## src/inc/video_pkg.sv

```systemverilog
// Shared constants, types and helpers for the bitplane video serializer
`default_nettype none

package video_pkg;

  // Register byte offsets on the APB
  localparam logic [11:0] ADDR_CTRL   = 12'h000;
  localparam logic [11:0] ADDR_BASE   = 12'h004;
  localparam logic [11:0] ADDR_STATUS = 12'h008;
  localparam logic [11:0] ADDR_FETCH  = 12'h00c;
  localparam logic [11:0] ADDR_PAL    = 12'h040;
  localparam logic [5:0]  PAL_PAGE    = 6'h01;

  // Values after reset
  localparam logic [1:0]  CTRL_RST = 2'h0;
  localparam logic [15:0] BASE_RST = 16'h0000;
  localparam logic [14:0] OFS_RST  = 15'h0000;

  // Status bit positions
  localparam int unsigned ST_MONO   = 0;
  localparam int unsigned ST_LINE   = 1;
  localparam int unsigned ST_LOADED = 2;

  // Field positions
  localparam int unsigned BASE_LSB = 8;
  localparam int unsigned BASE_MSB = 23;
  localparam int unsigned RGB_MSB  = 8;

  // Geometry of display memory and the shifter
  localparam int unsigned WORD_BITS   = 16;
  localparam int unsigned MAX_PLANES  = 4;
  localparam int unsigned PAL_ENTRIES = 16;
  localparam int unsigned OFS_BITS    = 15;
  localparam logic [14:0] WORD_STEP   = 15'h0002;
  localparam logic [3:0]  LAST_BIT    = 4'hf;

  typedef enum logic [1:0] {
    RES_LOW  = 2'h0,
    RES_MED  = 2'h1,
    RES_HIGH = 2'h2
  } res_t;

  typedef enum logic [1:0] {
    FETCH_IDLE = 2'h0,
    FETCH_REQ  = 2'h1,
    FETCH_LOAD = 2'h3
  } fetch_state_t;

  typedef struct packed {
    logic [2:0] red;
    logic [2:0] green;
    logic [2:0] blue;
  } rgb_t;

  typedef struct packed {
    logic vsync;
    logic hsync;
    logic line_active;
    logic video_blanking;
    logic mono_monitor_detect_n;
  } timing_t;

  // Planes per interleaved group; code 3 behaves as high resolution
  function automatic logic [2:0] planes_of(input logic [1:0] res);
    case (res)
      RES_LOW: return 3'h4;
      RES_MED: return 3'h2;
      default: return 3'h1;
    endcase
  endfunction

  function automatic logic is_mono(input logic [1:0] res);
    return res[1];
  endfunction

endpackage

`default_nettype wire

```

## src/hw/sync_bits.sv

```systemverilog
// Two flip-flop synchroniser for a group of level inputs
`timescale 1ns/1ns
`default_nettype none

module sync_bits #(
  parameter int unsigned WIDTH = 5
) (
  input  wire logic             pclk,
  input  wire logic             presetn,
  input  wire logic [WIDTH-1:0] d,
  output var  logic [WIDTH-1:0] q
);

  logic [WIDTH-1:0] meta;

  // First stage feeds only the second
  always_ff @(posedge pclk or negedge presetn) begin
    if (!presetn) begin
      meta <= '0;
      q    <= '0;
    end else begin
      meta <= d;
      q    <= meta;
    end
  end

endmodule

`default_nettype wire

```

## src/hw/display_fetch.sv

```systemverilog
// Display memory fetch: address counter and word request handshake
`timescale 1ns/1ns
`default_nettype none

module display_fetch
  import video_pkg::*;
(
  input  wire logic        pclk,
  input  wire logic        presetn,
  input  wire logic        vsync,
  input  wire logic        line_active,
  input  wire logic        fetch_en,
  input  wire logic [15:0] base,
  input  wire logic        mem_ack,
  input  wire logic [15:0] mem_data,
  output var  logic        mem_req,
  output var  logic [23:0] mem_addr,
  output var  logic        load_strobe,
  output var  logic [15:0] load_word
);

  fetch_state_t          state;
  logic [OFS_BITS-1:0]   offset;

  // Offset inside the 32 KB frame; vertical sync wins over an advance
  always_ff @(posedge pclk or negedge presetn) begin
    if (!presetn) begin
      offset <= OFS_RST;
    end else if (vsync) begin
      offset <= OFS_RST;
    end else if (state == FETCH_REQ && mem_ack) begin
      offset <= offset + WORD_STEP;
    end
  end

  // One outstanding read; the extra LOAD cycle lets the stage count settle
  always_ff @(posedge pclk or negedge presetn) begin
    if (!presetn) begin
      state       <= FETCH_IDLE;
      mem_req     <= 1'b0;
      mem_addr    <= 24'h000000;
      load_strobe <= 1'b0;
      load_word   <= 16'h0000;
    end else begin
      unique case (state)
        FETCH_IDLE: begin
          if (line_active && fetch_en && !vsync) begin
            state    <= FETCH_REQ;
            mem_req  <= 1'b1;
            mem_addr <= {base, 8'h00} + {9'h000, offset};
          end
        end
        FETCH_REQ: begin
          if (mem_ack) begin
            state       <= FETCH_LOAD;
            mem_req     <= 1'b0;
            load_strobe <= 1'b1;
            load_word   <= mem_data;
          end
        end
        FETCH_LOAD: begin
          state       <= FETCH_IDLE;
          load_strobe <= 1'b0;
        end
      endcase
    end
  end

  property p_strobe_after_ack;
    @(posedge pclk) disable iff (!presetn)
      load_strobe |-> $past(mem_ack) && $past(mem_req) && !mem_req;
  endproperty
  a_strobe_after_ack: assert property (p_strobe_after_ack)
    else $error("load strobe without a completed memory read");

  property p_vsync_reload;
    @(posedge pclk) disable iff (!presetn)
      vsync |=> offset == OFS_RST;
  endproperty
  a_vsync_reload: assert property (p_vsync_reload)
    else $error("fetch offset not reloaded after vertical sync");

  property p_req_on_line;
    @(posedge pclk) disable iff (!presetn)
      $rose(mem_req) |-> $past(line_active) && $past(fetch_en);
  endproperty
  a_req_on_line: assert property (p_req_on_line)
    else $error("memory read started outside a display line");

endmodule

`default_nettype wire

```

## src/hw/bitplane_video_serializer.sv

```systemverilog
// Bitplane video path: APB registers, palette, plane serializer, pin outputs
//
// The APB register port and the placing of the registers were decided locally.
`timescale 1ns/1ns
`default_nettype none

module bitplane_video_serializer
  import video_pkg::*;
(
  input  wire logic        pclk,
  input  wire logic        presetn,
  input  wire logic        psel,
  input  wire logic        penable,
  input  wire logic        pwrite,
  input  wire logic [11:0] paddr,
  input  wire logic [31:0] pwdata,
  output var  logic [31:0] prdata,
  output var  logic        pready,
  output var  logic        pslverr,
  input  wire logic        vsync_in,
  input  wire logic        hsync_in,
  input  wire logic        line_active,
  input  wire logic        video_blanking,
  input  wire logic        mono_monitor_detect_n,
  output var  logic        mem_req,
  output var  logic [23:0] mem_addr,
  input  wire logic        mem_ack,
  input  wire logic [15:0] mem_data,
  output var  logic        shifter_load_strobe,
  output var  logic        palette_select,
  output var  rgb_t        rgb_out,
  output var  logic        mono_out,
  output var  logic        monitor_hsync,
  output var  logic        monitor_vsync,
  output var  logic        mod_hsync,
  output var  logic        mod_vsync,
  output var  logic        irq_mono_detect,
  output var  logic        irq_line_start
);

  timing_t      timing_raw;
  timing_t      timing_s;
  logic         vsync_s;
  logic         hsync_s;
  logic         line_s;
  logic         blank_s;
  logic         mono_n_s;
  logic [1:0]   mode;
  logic [15:0]  base;
  rgb_t         palette [PAL_ENTRIES];
  logic         access;
  logic         commit;
  logic [31:0]  read_word;
  logic [15:0]  load_word;
  logic [15:0]  stage [MAX_PLANES];
  logic [15:0]  shift [MAX_PLANES];
  logic [2:0]   stage_cnt;
  logic [2:0]   planes;
  logic         stage_full;
  logic         fetch_en;
  logic         shift_valid;
  logic [3:0]   bit_pos;
  logic         pix_div;
  logic         pix_tick;
  logic         transfer;
  logic         loaded_once;
  logic         show;
  logic         pix_mono;
  logic [3:0]   pix_index;
  logic         line_q;

  function automatic logic pal_hit(input logic [11:0] addr);
    return (addr[11:6] == PAL_PAGE) && (addr[1:0] == 2'h0);
  endfunction

  function automatic logic reg_hit(input logic [11:0] addr);
    return pal_hit(addr) || (addr == ADDR_CTRL) || (addr == ADDR_BASE) ||
           (addr == ADDR_STATUS) || (addr == ADDR_FETCH);
  endfunction

  // Timing controller pins are asynchronous here, so resynchronise them
  assign timing_raw = '{vsync: vsync_in, hsync: hsync_in, line_active: line_active,
                        video_blanking: video_blanking,
                        mono_monitor_detect_n: mono_monitor_detect_n};

  sync_bits #(
    .WIDTH (5)
  ) u_sync (
    .pclk    (pclk),
    .presetn (presetn),
    .d       (timing_raw),
    .q       (timing_s)
  );

  assign vsync_s  = timing_s.vsync;
  assign hsync_s  = timing_s.hsync;
  assign line_s   = timing_s.line_active;
  assign blank_s  = timing_s.video_blanking;
  assign mono_n_s = timing_s.mono_monitor_detect_n;

  // APB: one wait state, writes land on the edge that sees pready
  assign access = psel & penable & ~pready;
  assign commit = psel & penable & pready & pwrite;

  // Read multiplexer; unmapped offsets read zero
  always_comb begin
    read_word = 32'h0000_0000;
    if (pal_hit(paddr)) begin
      read_word[RGB_MSB:0] = palette[paddr[5:2]];
    end else begin
      case (paddr)
        ADDR_CTRL:   read_word[1:0] = mode;
        ADDR_BASE:   read_word[BASE_MSB:BASE_LSB] = base;
        ADDR_STATUS: begin
          read_word[ST_MONO]   = ~mono_n_s;
          read_word[ST_LINE]   = line_s;
          read_word[ST_LOADED] = loaded_once;
        end
        ADDR_FETCH:  read_word[23:0] = mem_addr;
        default:     read_word = 32'h0000_0000;
      endcase
    end
  end

  // Bus answer registers
  always_ff @(posedge pclk or negedge presetn) begin
    if (!presetn) begin
      pready  <= 1'b0;
      pslverr <= 1'b0;
      prdata  <= 32'h0000_0000;
    end else begin
      pready  <= access;
      pslverr <= access & ~reg_hit(paddr);
      prdata  <= (access & ~pwrite) ? read_word : 32'h0000_0000;
    end
  end

  // Control and base address; the base keeps only 256-byte granules
  always_ff @(posedge pclk or negedge presetn) begin
    if (!presetn) begin
      mode <= CTRL_RST;
      base <= BASE_RST;
    end else begin
      if (commit && paddr == ADDR_CTRL) begin
        mode <= pwdata[1:0];
      end
      if (commit && paddr == ADDR_BASE) begin
        base <= pwdata[BASE_MSB:BASE_LSB];
      end
    end
  end

  // Palette storage, nine bits per entry
  // sixteen palette entries
  always_ff @(posedge pclk or negedge presetn) begin
    if (!presetn) begin
      for (int i = 0; i < PAL_ENTRIES; i++) begin
        palette[i] <= '0;
      end
    end else if (commit && pal_hit(paddr)) begin
      palette[paddr[5:2]] <= rgb_t'(pwdata[RGB_MSB:0]);
    end
  end

  // Colour map select rides with the completing cycle of a palette write
  always_ff @(posedge pclk or negedge presetn) begin
    if (!presetn) begin
      palette_select <= 1'b0;
    end else begin
      palette_select <= access & pwrite & pal_hit(paddr);
    end
  end

  assign planes     = planes_of(mode);
  assign stage_full = (stage_cnt == planes);
  assign fetch_en   = line_s & ~stage_full;

  display_fetch u_fetch (
    .pclk        (pclk),
    .presetn     (presetn),
    .vsync       (vsync_s),
    .line_active (line_s),
    .fetch_en    (fetch_en),
    .base        (base),
    .mem_ack     (mem_ack),
    .mem_data    (mem_data),
    .mem_req     (mem_req),
    .mem_addr    (mem_addr),
    .load_strobe (shifter_load_strobe),
    .load_word   (load_word)
  );

  // Low resolution runs at half the pixel rate of the other modes
  assign pix_tick = (mode == RES_LOW) ? pix_div : 1'b1;
  assign transfer = stage_full & (~shift_valid | (pix_tick & (bit_pos == LAST_BIT)));

  always_ff @(posedge pclk or negedge presetn) begin
    if (!presetn) begin
      pix_div <= 1'b0;
    end else begin
      pix_div <= line_s & ~pix_div;
    end
  end

  // Staging words of one interleaved group; a late word off-line is dropped
  always_ff @(posedge pclk or negedge presetn) begin
    if (!presetn) begin
      stage_cnt <= 3'h0;
      for (int i = 0; i < MAX_PLANES; i++) begin
        stage[i] <= 16'h0000;
      end
    end else if (!line_s || transfer) begin
      stage_cnt <= 3'h0;
    end else if (shifter_load_strobe) begin
      stage[stage_cnt[1:0]] <= load_word;
      stage_cnt             <= stage_cnt + 3'h1;
    end
  end

  // Plane shift registers; unused planes shift in zero
  always_ff @(posedge pclk or negedge presetn) begin
    if (!presetn) begin
      shift_valid <= 1'b0;
      bit_pos     <= 4'h0;
      for (int i = 0; i < MAX_PLANES; i++) begin
        shift[i] <= 16'h0000;
      end
    end else if (!line_s) begin
      shift_valid <= 1'b0;
      bit_pos     <= 4'h0;
    end else if (transfer) begin
      shift_valid <= 1'b1;
      bit_pos     <= 4'h0;
      for (int i = 0; i < MAX_PLANES; i++) begin
        shift[i] <= (3'(i) < planes) ? stage[i] : 16'h0000;
      end
    end else if (shift_valid && pix_tick) begin
      bit_pos <= bit_pos + 4'h1;
      if (bit_pos == LAST_BIT) begin
        shift_valid <= 1'b0;
      end
      for (int i = 0; i < MAX_PLANES; i++) begin
        shift[i] <= shift[i] >> 1;
      end
    end
  end

  // First load releases the outputs; it never falls again until reset
  always_ff @(posedge pclk or negedge presetn) begin
    if (!presetn) begin
      loaded_once <= 1'b0;
    end else if (shifter_load_strobe) begin
      loaded_once <= 1'b1;
    end
  end

  assign pix_index = {shift[3][0], shift[2][0], shift[1][0], shift[0][0]};
  assign pix_mono  = shift[0][0] ^ palette[0].blue[0];
  assign show      = shift_valid & ~blank_s & loaded_once;

  // Pixel outputs, registered so the pins never glitch
  always_ff @(posedge pclk or negedge presetn) begin
    if (!presetn) begin
      rgb_out  <= '0;
      mono_out <= 1'b0;
    end else begin
      rgb_out  <= (show & ~is_mono(mode)) ? palette[pix_index] : '0;
      mono_out <= show & is_mono(mode) & pix_mono;
    end
  end

  // Sync and interrupt source outputs, one register behind the synchroniser
  always_ff @(posedge pclk or negedge presetn) begin
    if (!presetn) begin
      monitor_hsync   <= 1'b0;
      monitor_vsync   <= 1'b0;
      mod_hsync       <= 1'b0;
      mod_vsync       <= 1'b0;
      line_q          <= 1'b0;
      irq_line_start  <= 1'b0;
      irq_mono_detect <= 1'b0;
    end else begin
      monitor_hsync   <= hsync_s;
      monitor_vsync   <= vsync_s;
      mod_hsync       <= hsync_s;
      mod_vsync       <= vsync_s;
      line_q          <= line_s;
      irq_line_start  <= line_s & ~line_q;
      irq_mono_detect <= ~mono_n_s;
    end
  end

  property p_palette_select;
    @(posedge pclk) disable iff (!presetn)
      palette_select |-> pready && pwrite && pal_hit(paddr);
  endproperty
  a_palette_select: assert property (p_palette_select)
    else $error("palette select outside a palette write");

  property p_blank_dark;
    @(posedge pclk) disable iff (!presetn)
      blank_s |=> (rgb_out == '0) && !mono_out;
  endproperty
  a_blank_dark: assert property (p_blank_dark)
    else $error("video output active during blanking");

  property p_mono_bypass;
    @(posedge pclk) disable iff (!presetn)
      is_mono(mode) |=> rgb_out == '0;
  endproperty
  a_mono_bypass: assert property (p_mono_bypass)
    else $error("colour outputs driven in monochrome mode");

  property p_mono_inverse;
    @(posedge pclk) disable iff (!presetn)
      show && is_mono(mode) |=> mono_out == $past(pix_mono);
  endproperty
  a_mono_inverse: assert property (p_mono_inverse)
    else $error("mono pixel does not follow palette entry zero bit 0");

  property p_base_aligned;
    @(posedge pclk) disable iff (!presetn)
      pready && !pwrite && (paddr == ADDR_BASE) |-> prdata[7:0] == 8'h00;
  endproperty
  a_base_aligned: assert property (p_base_aligned)
    else $error("base address reads back off a 256-byte boundary");

  property p_bit_advance;
    @(posedge pclk) disable iff (!presetn)
      line_s && shift_valid && pix_tick && !transfer && (bit_pos != LAST_BIT)
        |=> (bit_pos == $past(bit_pos) + 4'h1) && shift_valid;
  endproperty
  a_bit_advance: assert property (p_bit_advance)
    else $error("bit position did not advance by one");

  property p_low_group;
    @(posedge pclk) disable iff (!presetn)
      transfer && (mode == RES_LOW) |-> stage_cnt == 3'h4;
  endproperty
  a_low_group: assert property (p_low_group)
    else $error("low resolution group moved without four words");

  property p_dark_before_load;
    @(posedge pclk) disable iff (!presetn)
      !loaded_once |-> (rgb_out == '0) && !mono_out;
  endproperty
  a_dark_before_load: assert property (p_dark_before_load)
    else $error("outputs lit before the first display word");

  property p_line_start;
    @(posedge pclk) disable iff (!presetn)
      line_s && !line_q |=> irq_line_start ##1 !irq_line_start;
  endproperty
  a_line_start: assert property (p_line_start)
    else $error("line start source not a single pulse");

  property p_apb_wait;
    @(posedge pclk) disable iff (!presetn)
      psel && penable && !pready |=> pready;
  endproperty
  a_apb_wait: assert property (p_apb_wait)
    else $error("APB access not answered after one wait state");

endmodule

`default_nettype wire

```

## config.mk

```make
export PLATFORM = sky130hd
export DESIGN_NAME = bitplane_video_serializer
export DESIGN_NICKNAME = d
export VERILOG_FILES = /design/src/inc/video_pkg.sv /design/src/hw/sync_bits.sv /design/src/hw/display_fetch.sv /design/src/hw/bitplane_video_serializer.sv
export SDC_FILE = /design/constraint.sdc
export NUM_CORES = 1
export LEC_CHECK = 0
export BUFFER_PORTS_ARGS = -buffer_cell sky130_fd_sc_hd__buf_2
export CAP_MARGIN = 40
export CORE_MARGIN = 1.5
export CORE_UTILIZATION = 30
export CTS_BUF_LIST = sky130_fd_sc_hd__clkbuf_8 sky130_fd_sc_hd__clkbuf_16
export DETAILED_ROUTE_END_ITERATION = 10
export PLACE_DENSITY = 0.46
export SLEW_MARGIN = 40
export SYNTH_ARGS = -nofsm -noshare
export SYNTH_HDL_FRONTEND = slang
export SYNTH_SLANG_ARGS = --single-unit
```

## constraint.sdc

```tcl
create_clock -name pclk -period 2.1 [get_ports pclk]
set_input_delay 0.42 -clock pclk [delete_from_list [all_inputs] [get_ports pclk]]
set_output_delay 0.42 -clock pclk [all_outputs]
set_load 0.01 [all_outputs]
```

Word level (Yosys, flattened, before mapping)
Cells that the tools add are included.

operators by class
  add/sub/neg operators = 4
  $lt $le $gt $ge = 9
  equality and inequality tests = 13
  muxes and demuxes = 47
  bitwise gates (word level) = 34
  reductions and logical operators = 34

operator list
  operator                 number
  $bwmux W144              1
  $mux W64                 2
  $mux W16                 5
  $bmux W9 S4              2
  $bwmux W64               1
  $mux W9                  7
  $mux W15                 3
  $demux W9 S4             1
  $demux W16 S2            1
  $mux W32                 1
  $pmux W16 S2             1
  $add A24 B15 Y24         1
  $eq A12 B4 Y1 const B    2
  $and A1 B1 Y1            18
  $add A15 B2 Y15 const B  1
  $reduce_and A2 Y1        7
  $eq A12 B3 Y1 const B    1
  $logic_not A12 Y1        1
  $mux W4                  3
  $pmux W2 S3              2
  $not A1 Y1               11
  $ge A5 B5 Y1 const B     2
  $logic_and A1 B1 Y1      10
  $not A4 Y5               2
  other kinds (29)         55

storage, ports and cells
  bits in registers = 419
  input bits = 71
  output and inout bits = 77
  logic and storage cells = 225

Depth between registers and ports, before layout
  depth after elaboration = 9
  gate-level depth with buffers = 9
  gate-level depth less buffers = 7

Cells and area by module
Synthesis repeated with hierarchy kept, for this count alone.

unflattened totals
  cells, all modules = 1436
  area, all modules = 18859.3 sq um

modules (own cells, without submodules)
  module                     times used  cells each  area each (sq um)  seq. area each (sq um)
  bitplane_video_serializer  1           1156        15879.0            8558.2
  display_fetch              1           270         2730.1             1426.4
  sync_bits                  1           10          250.2              250.2

Least setup slack after synthesis
No wires, ideal clock.

  path kind = input -> register
  start point = in paddr[11]
  end point = reg palette[18] (netlist name)
  setup time = 0.125 ns
  arrival = 2.170 ns
  required time = 1.975 ns
  slack = -0.194 ns
  stages = 7
  path buffers = 2
  path through = or4_4 -> nor3_4 -> and3_1 -> clkbuf_2 -> nor2b_1 -> buf_4 -> mux2_2

on the way
  longest elaborated chain between the ends = 3

RTL lines
  element                          RTL line                          text
  from (decl)                      bitplane_video_serializer.sv:15   input wire logic [11:0] paddr,
  $eq A6 B1 Y1                     bitplane_video_serializer.sv:73   return (addr[11:6] == PAL_PAGE) && (addr[1:0] == 2'h0);
  $logic_and A1 B1 Y1              bitplane_video_serializer.sv:73
  $logic_and A1 B1 Y1              bitplane_video_serializer.sv:160  end else if (commit && pal_hit(paddr)) begin
  to (signal, indexed assignment)  bitplane_video_serializer.sv:161  palette[paddr[5:2]] <= rgb_t'(pwdata[RGB_MSB:0]);
  to (decl)                        bitplane_video_serializer.sv:50   rgb_t palette [PAL_ENTRIES];

Every way passes these cells.
A chain may end at the register's enable or synchronous reset.

Final worst setup path
  start point = reg mode[0]
  end point = reg stage[50] (netlist name)

on the way
  longest elaborated chain between the ends = 8
  elaborated cells on any way between the ends = 11
  those cells by class = 2 x eq/ne; 2 x mux; 4 x bitwise; 3 x reduce/logical

RTL lines
  element                                              RTL line                          text
  from (decl)                                          bitplane_video_serializer.sv:48   logic [1:0] mode;
  from (signal assigned)                               bitplane_video_serializer.sv:145  mode <= pwdata[1:0];
  branches (longest 4 deep; another with $pmux W3 S2)  n/a
  $and A1 B1 Y1 (*)                                    bitplane_video_serializer.sv:195  assign transfer = stage_full & (~shift_valid | (pix_tick & (bit_pos == LAST_BIT)));
  $logic_or A1 B1 Y1 (*)                               bitplane_video_serializer.sv:212  end else if (!line_s || transfer) begin
  $not A1 Y1 (no line) (*)                             n/a
  $reduce_and A2 Y1 (no line) (*)                      n/a
  to (signal, indexed assignment)                      bitplane_video_serializer.sv:215  stage[stage_cnt[1:0]] <= load_word;
  to (decl)                                            bitplane_video_serializer.sv:55   logic [15:0] stage [MAX_PLANES];

Mark *: on every way between the ends.

==> impl_metrics.toml <==
[place]
io_buffers = 130
place_area_um2 = 21750
dp_hpwl_um = 34040
place_congestion = 0.7813

[sta]
min_period_over_period_pct = 95.82
finalMaxSlewViolations = 0
slew_headroom_pct = 54.77
fmax_mhz = 497.0
min_period_ns = 2.012
worstMarginPinSlew_ns = 0.6784
rsz0062_at_grt = "no"
setup_violations = 0
hold_viol = 0
skew_ns = 0.05259

[power]
ir_worst_vdd_mv = 0.6383
leakage_nw = 10.86
powerDensity_nw_per_um2 = 989.2
switchingPower_w = 0.006856
p_int_w = 0.01648
seqPwrFrac_pct = 43.4
clkPwrFrac_pct = 35.6
combPwrFrac_pct = 21.0
p_total_w = 0.02333
netSwitchingFraction_pct = 29.38

[yosys]
seq_area_frac_synth_pct = 53.83
syn_area_um2 = 19010
ys_ff_latch = 409
synth_edf_count = 0
synthDistinctLibCells = 62
syn_area_per_cell_um2 = 12.71
synth_ff_type = "dfrtp_1"
ys_async_sr_fraction_pct = 100.0
netlist_instances = 1496
yosysWarnings = 0

[route]
dr_total_vias = 12674
ant_nets = 0
via_per_inst = 4.858
first_pass_iters = 4
drt_wl_total_um = 51390
drcViolationCount = 0
wl_per_cell_um = 19.70
drt_iter0_drc = 751

[setup_path]
worstRegToRegCells = 6
path_cells = "and3b_1 -> o21a_1 -> o21ai_2 -> and3_1 -> buf_12 -> mux2_2"
path_max_fanout = 16
max_stage_delay_ns = 0.44
cp.required_ns = 2.57
r2r_slack_ns = 0.09
crit_path_top_delay_cell = "dfrtp_1"
r2r-start = "mode[0]"
critPathLaunchType = "register"
crit_path_end_kind = "register"
r2r-end = "stage[50]"
critPathKind = "reg -> reg"
critPathArrivalTime_ns = 2.48

[clocking]
cts.path.max_buffers = 3
cts_tree = "done"
cts_root_buf = "clkbuf_16"
h-tree-depth = 2
clk_pin_slew_ns = 0.06
cts_sinks = 409
cts_buffers = 47
insertion_delay_ns = 0.60

[die]
io_pins = 148
dieArea_um2 = 64900
design.core.area_um2 = 62850
fp.dieW_um = 254.8
num_rows = 92
start_util_pct = 30.25
die_h_um = 254.8

[final_layout]
syn_to_final_growth_pct = 24.04
mostFrequentLayoutCells = "dfrtp_1 (407), mux2_2 (233), nand2_1 (140)"
drive_gt1_share_pct = 39.56
stdcell_area_um2 = 23590
num-nets-final = 1810
final_common_cell = "dfrtp_1"

[global_route]
overflow = 0
grt_max_degree = 73
antenna_found_initial = 3
grt_pass1_wl_um = 80680
grt_use_total_pct = 16.13
grt_pass1_vias = 13133

[min_path]
holdPathStages = 3
holdPathEnd = "u_fetch.load_word[14]"
worstHoldStart = "mem_data[14]"
hold_class = "in -> reg"

[outcome]
run_status = "completed"

[job]
maxCapViolCount = 0
Yosys cell counts, drive strengths merged (9+ instances only):
| library cell | number | area (µm²) |
|---|---|---|
| xnor2 | 9 | 78.83 |
| buf | 52 | 354.1 |
| dfrtp | 409 | 10230 |
| nor3 | 67 | 346.6 |
| xor2 | 22 | 192.7 |
| nand3 | 20 | 105.1 |
| o22ai | 12 | 75.07 |
| ha | 13 | 162.7 |
| a22oi | 15 | 112.6 |
| mux2 | 244 | 2748 |
| mux4 | 72 | 1622 |
| a21oi | 19 | 95.09 |
| and3 | 14 | 87.58 |
| o21ai | 30 | 153.9 |
| mux2i | 28 | 280.3 |
| nand2 | 145 | 556.8 |
| clkbuf | 54 | 203.9 |
| nor2 | 124 | 480.5 |
| a211oi | 63 | 565.5 |
| inv | 23 | 86.33 |
sequential cells by signal (all words and copies together) (netlist names), 2 cells and up:
signal,cells
palette,144
stage,64
shift,60
prdata,24
u_fetch.mem_addr,23
base,16
u_fetch.load_word,16
u_fetch.offset,14
rgb_out,9
u_sync.meta,5
u_sync.q,5
bit_pos,4
pix_index,4
stage_cnt,3
mode,2
u_fetch.state,2
cells by family after synthesis:
logic type / count (synthesis) / synth area share, %
compound gates: 158 / 6.100
xor+xnor: 31 / 1.428
fa+ha+maj: 14 / 0.9607
buf+inv: 129 / 3.389
flops: 409 / 53.83
mux: 344 / 24.45
other cells: 1 / 0.01972
simple gates: 410 / 9.824
what timing repair did:
item                                    in CTS  in global routing
hold buffers                                18                  0
endpoints found under the setup margin       3                 94
pin swaps                                    0                  7
gates resized for setup                      1                  5
hold endpoints to repair                    38                  0
gates cloned                                 0                  1
buffers inserted                             0                  2
per-layer routing:
layer  vias to the layer above  wire (µm)  track usage, %  share of wire, %
li1                       5870          -               -                 -
met5                         -          0               0                 0
met3                        76       2227           2.919               4.3
met1                      6478      24080           22.86                47
met2                       250      23910           25.23                47
met4                         0       1181           4.463               2.3
stage by stage:
stage	setup WS, ns	utilization (%)	hold WS (ns)	cells	TNS [ns]
floorplan	-0.1257	-	0.1244	1504	-4.524
global placement	-0.3643	34.61	0.3273	2501	-40.94
detailed placement	-0.3849	34.61	0.3349	2501	-41.89
CTS	0.01441	37.44	0.009210	2605	0
global route	0.009960	37.53	0.03380	2609	0
finish	0.08783	37.53	0.05157	2609	0
worst max path at each step:
stage                     startpoint  slack (ns)  depth (start not counted)     endpoint
after global routing         mode[0]        0.01                          7    shift[27]
after floorplan            paddr[11]       -0.13                          7  palette[18]
after global placement     paddr[11]       -0.36                          8   palette[2]
after CTS                     pready        0.01                          7   palette[1]
after detailed placement   paddr[11]       -0.38                          8   palette[1]
final                        mode[0]        0.09                          6    stage[50]
worst max-delay path, delay by kind of cell (launching register included):
kind,cells,cell delay (ns)
mux,1,0.35
simple gates,2,0.45
flops,1,0.44
compound gates,2,0.45
buf+inv,1,0.20
cell type report:
type / instances / area [µm²]
Timing Repair Buffer: 278 / 2364
Antenna cell: 1 / 2.502
Tap cell: 846 / 1059
Clock inverter: 26 / 242.7
Inverter: 23 / 86.33
Clock buffer: 60 / 1355
Multi-Input combinational cell: 966 / 8240
Sequential cell: 409 / 10240
Fill cell: 6129 / 39260
power groups by stage:
stage	Sequential (W)	Combinational, W	Clock [W]
finish	0.0101	0.00490	0.00831
CTS	0.0101	0.00500	0.00859
detailed placement	0.0103	0.00496	0
global route	0.0103	0.00545	0.00890
floorplan	0.00998	0.00332	0
global placement	0.0103	0.00487	0
Note: power is estimated with default switching activity, not from simulation.
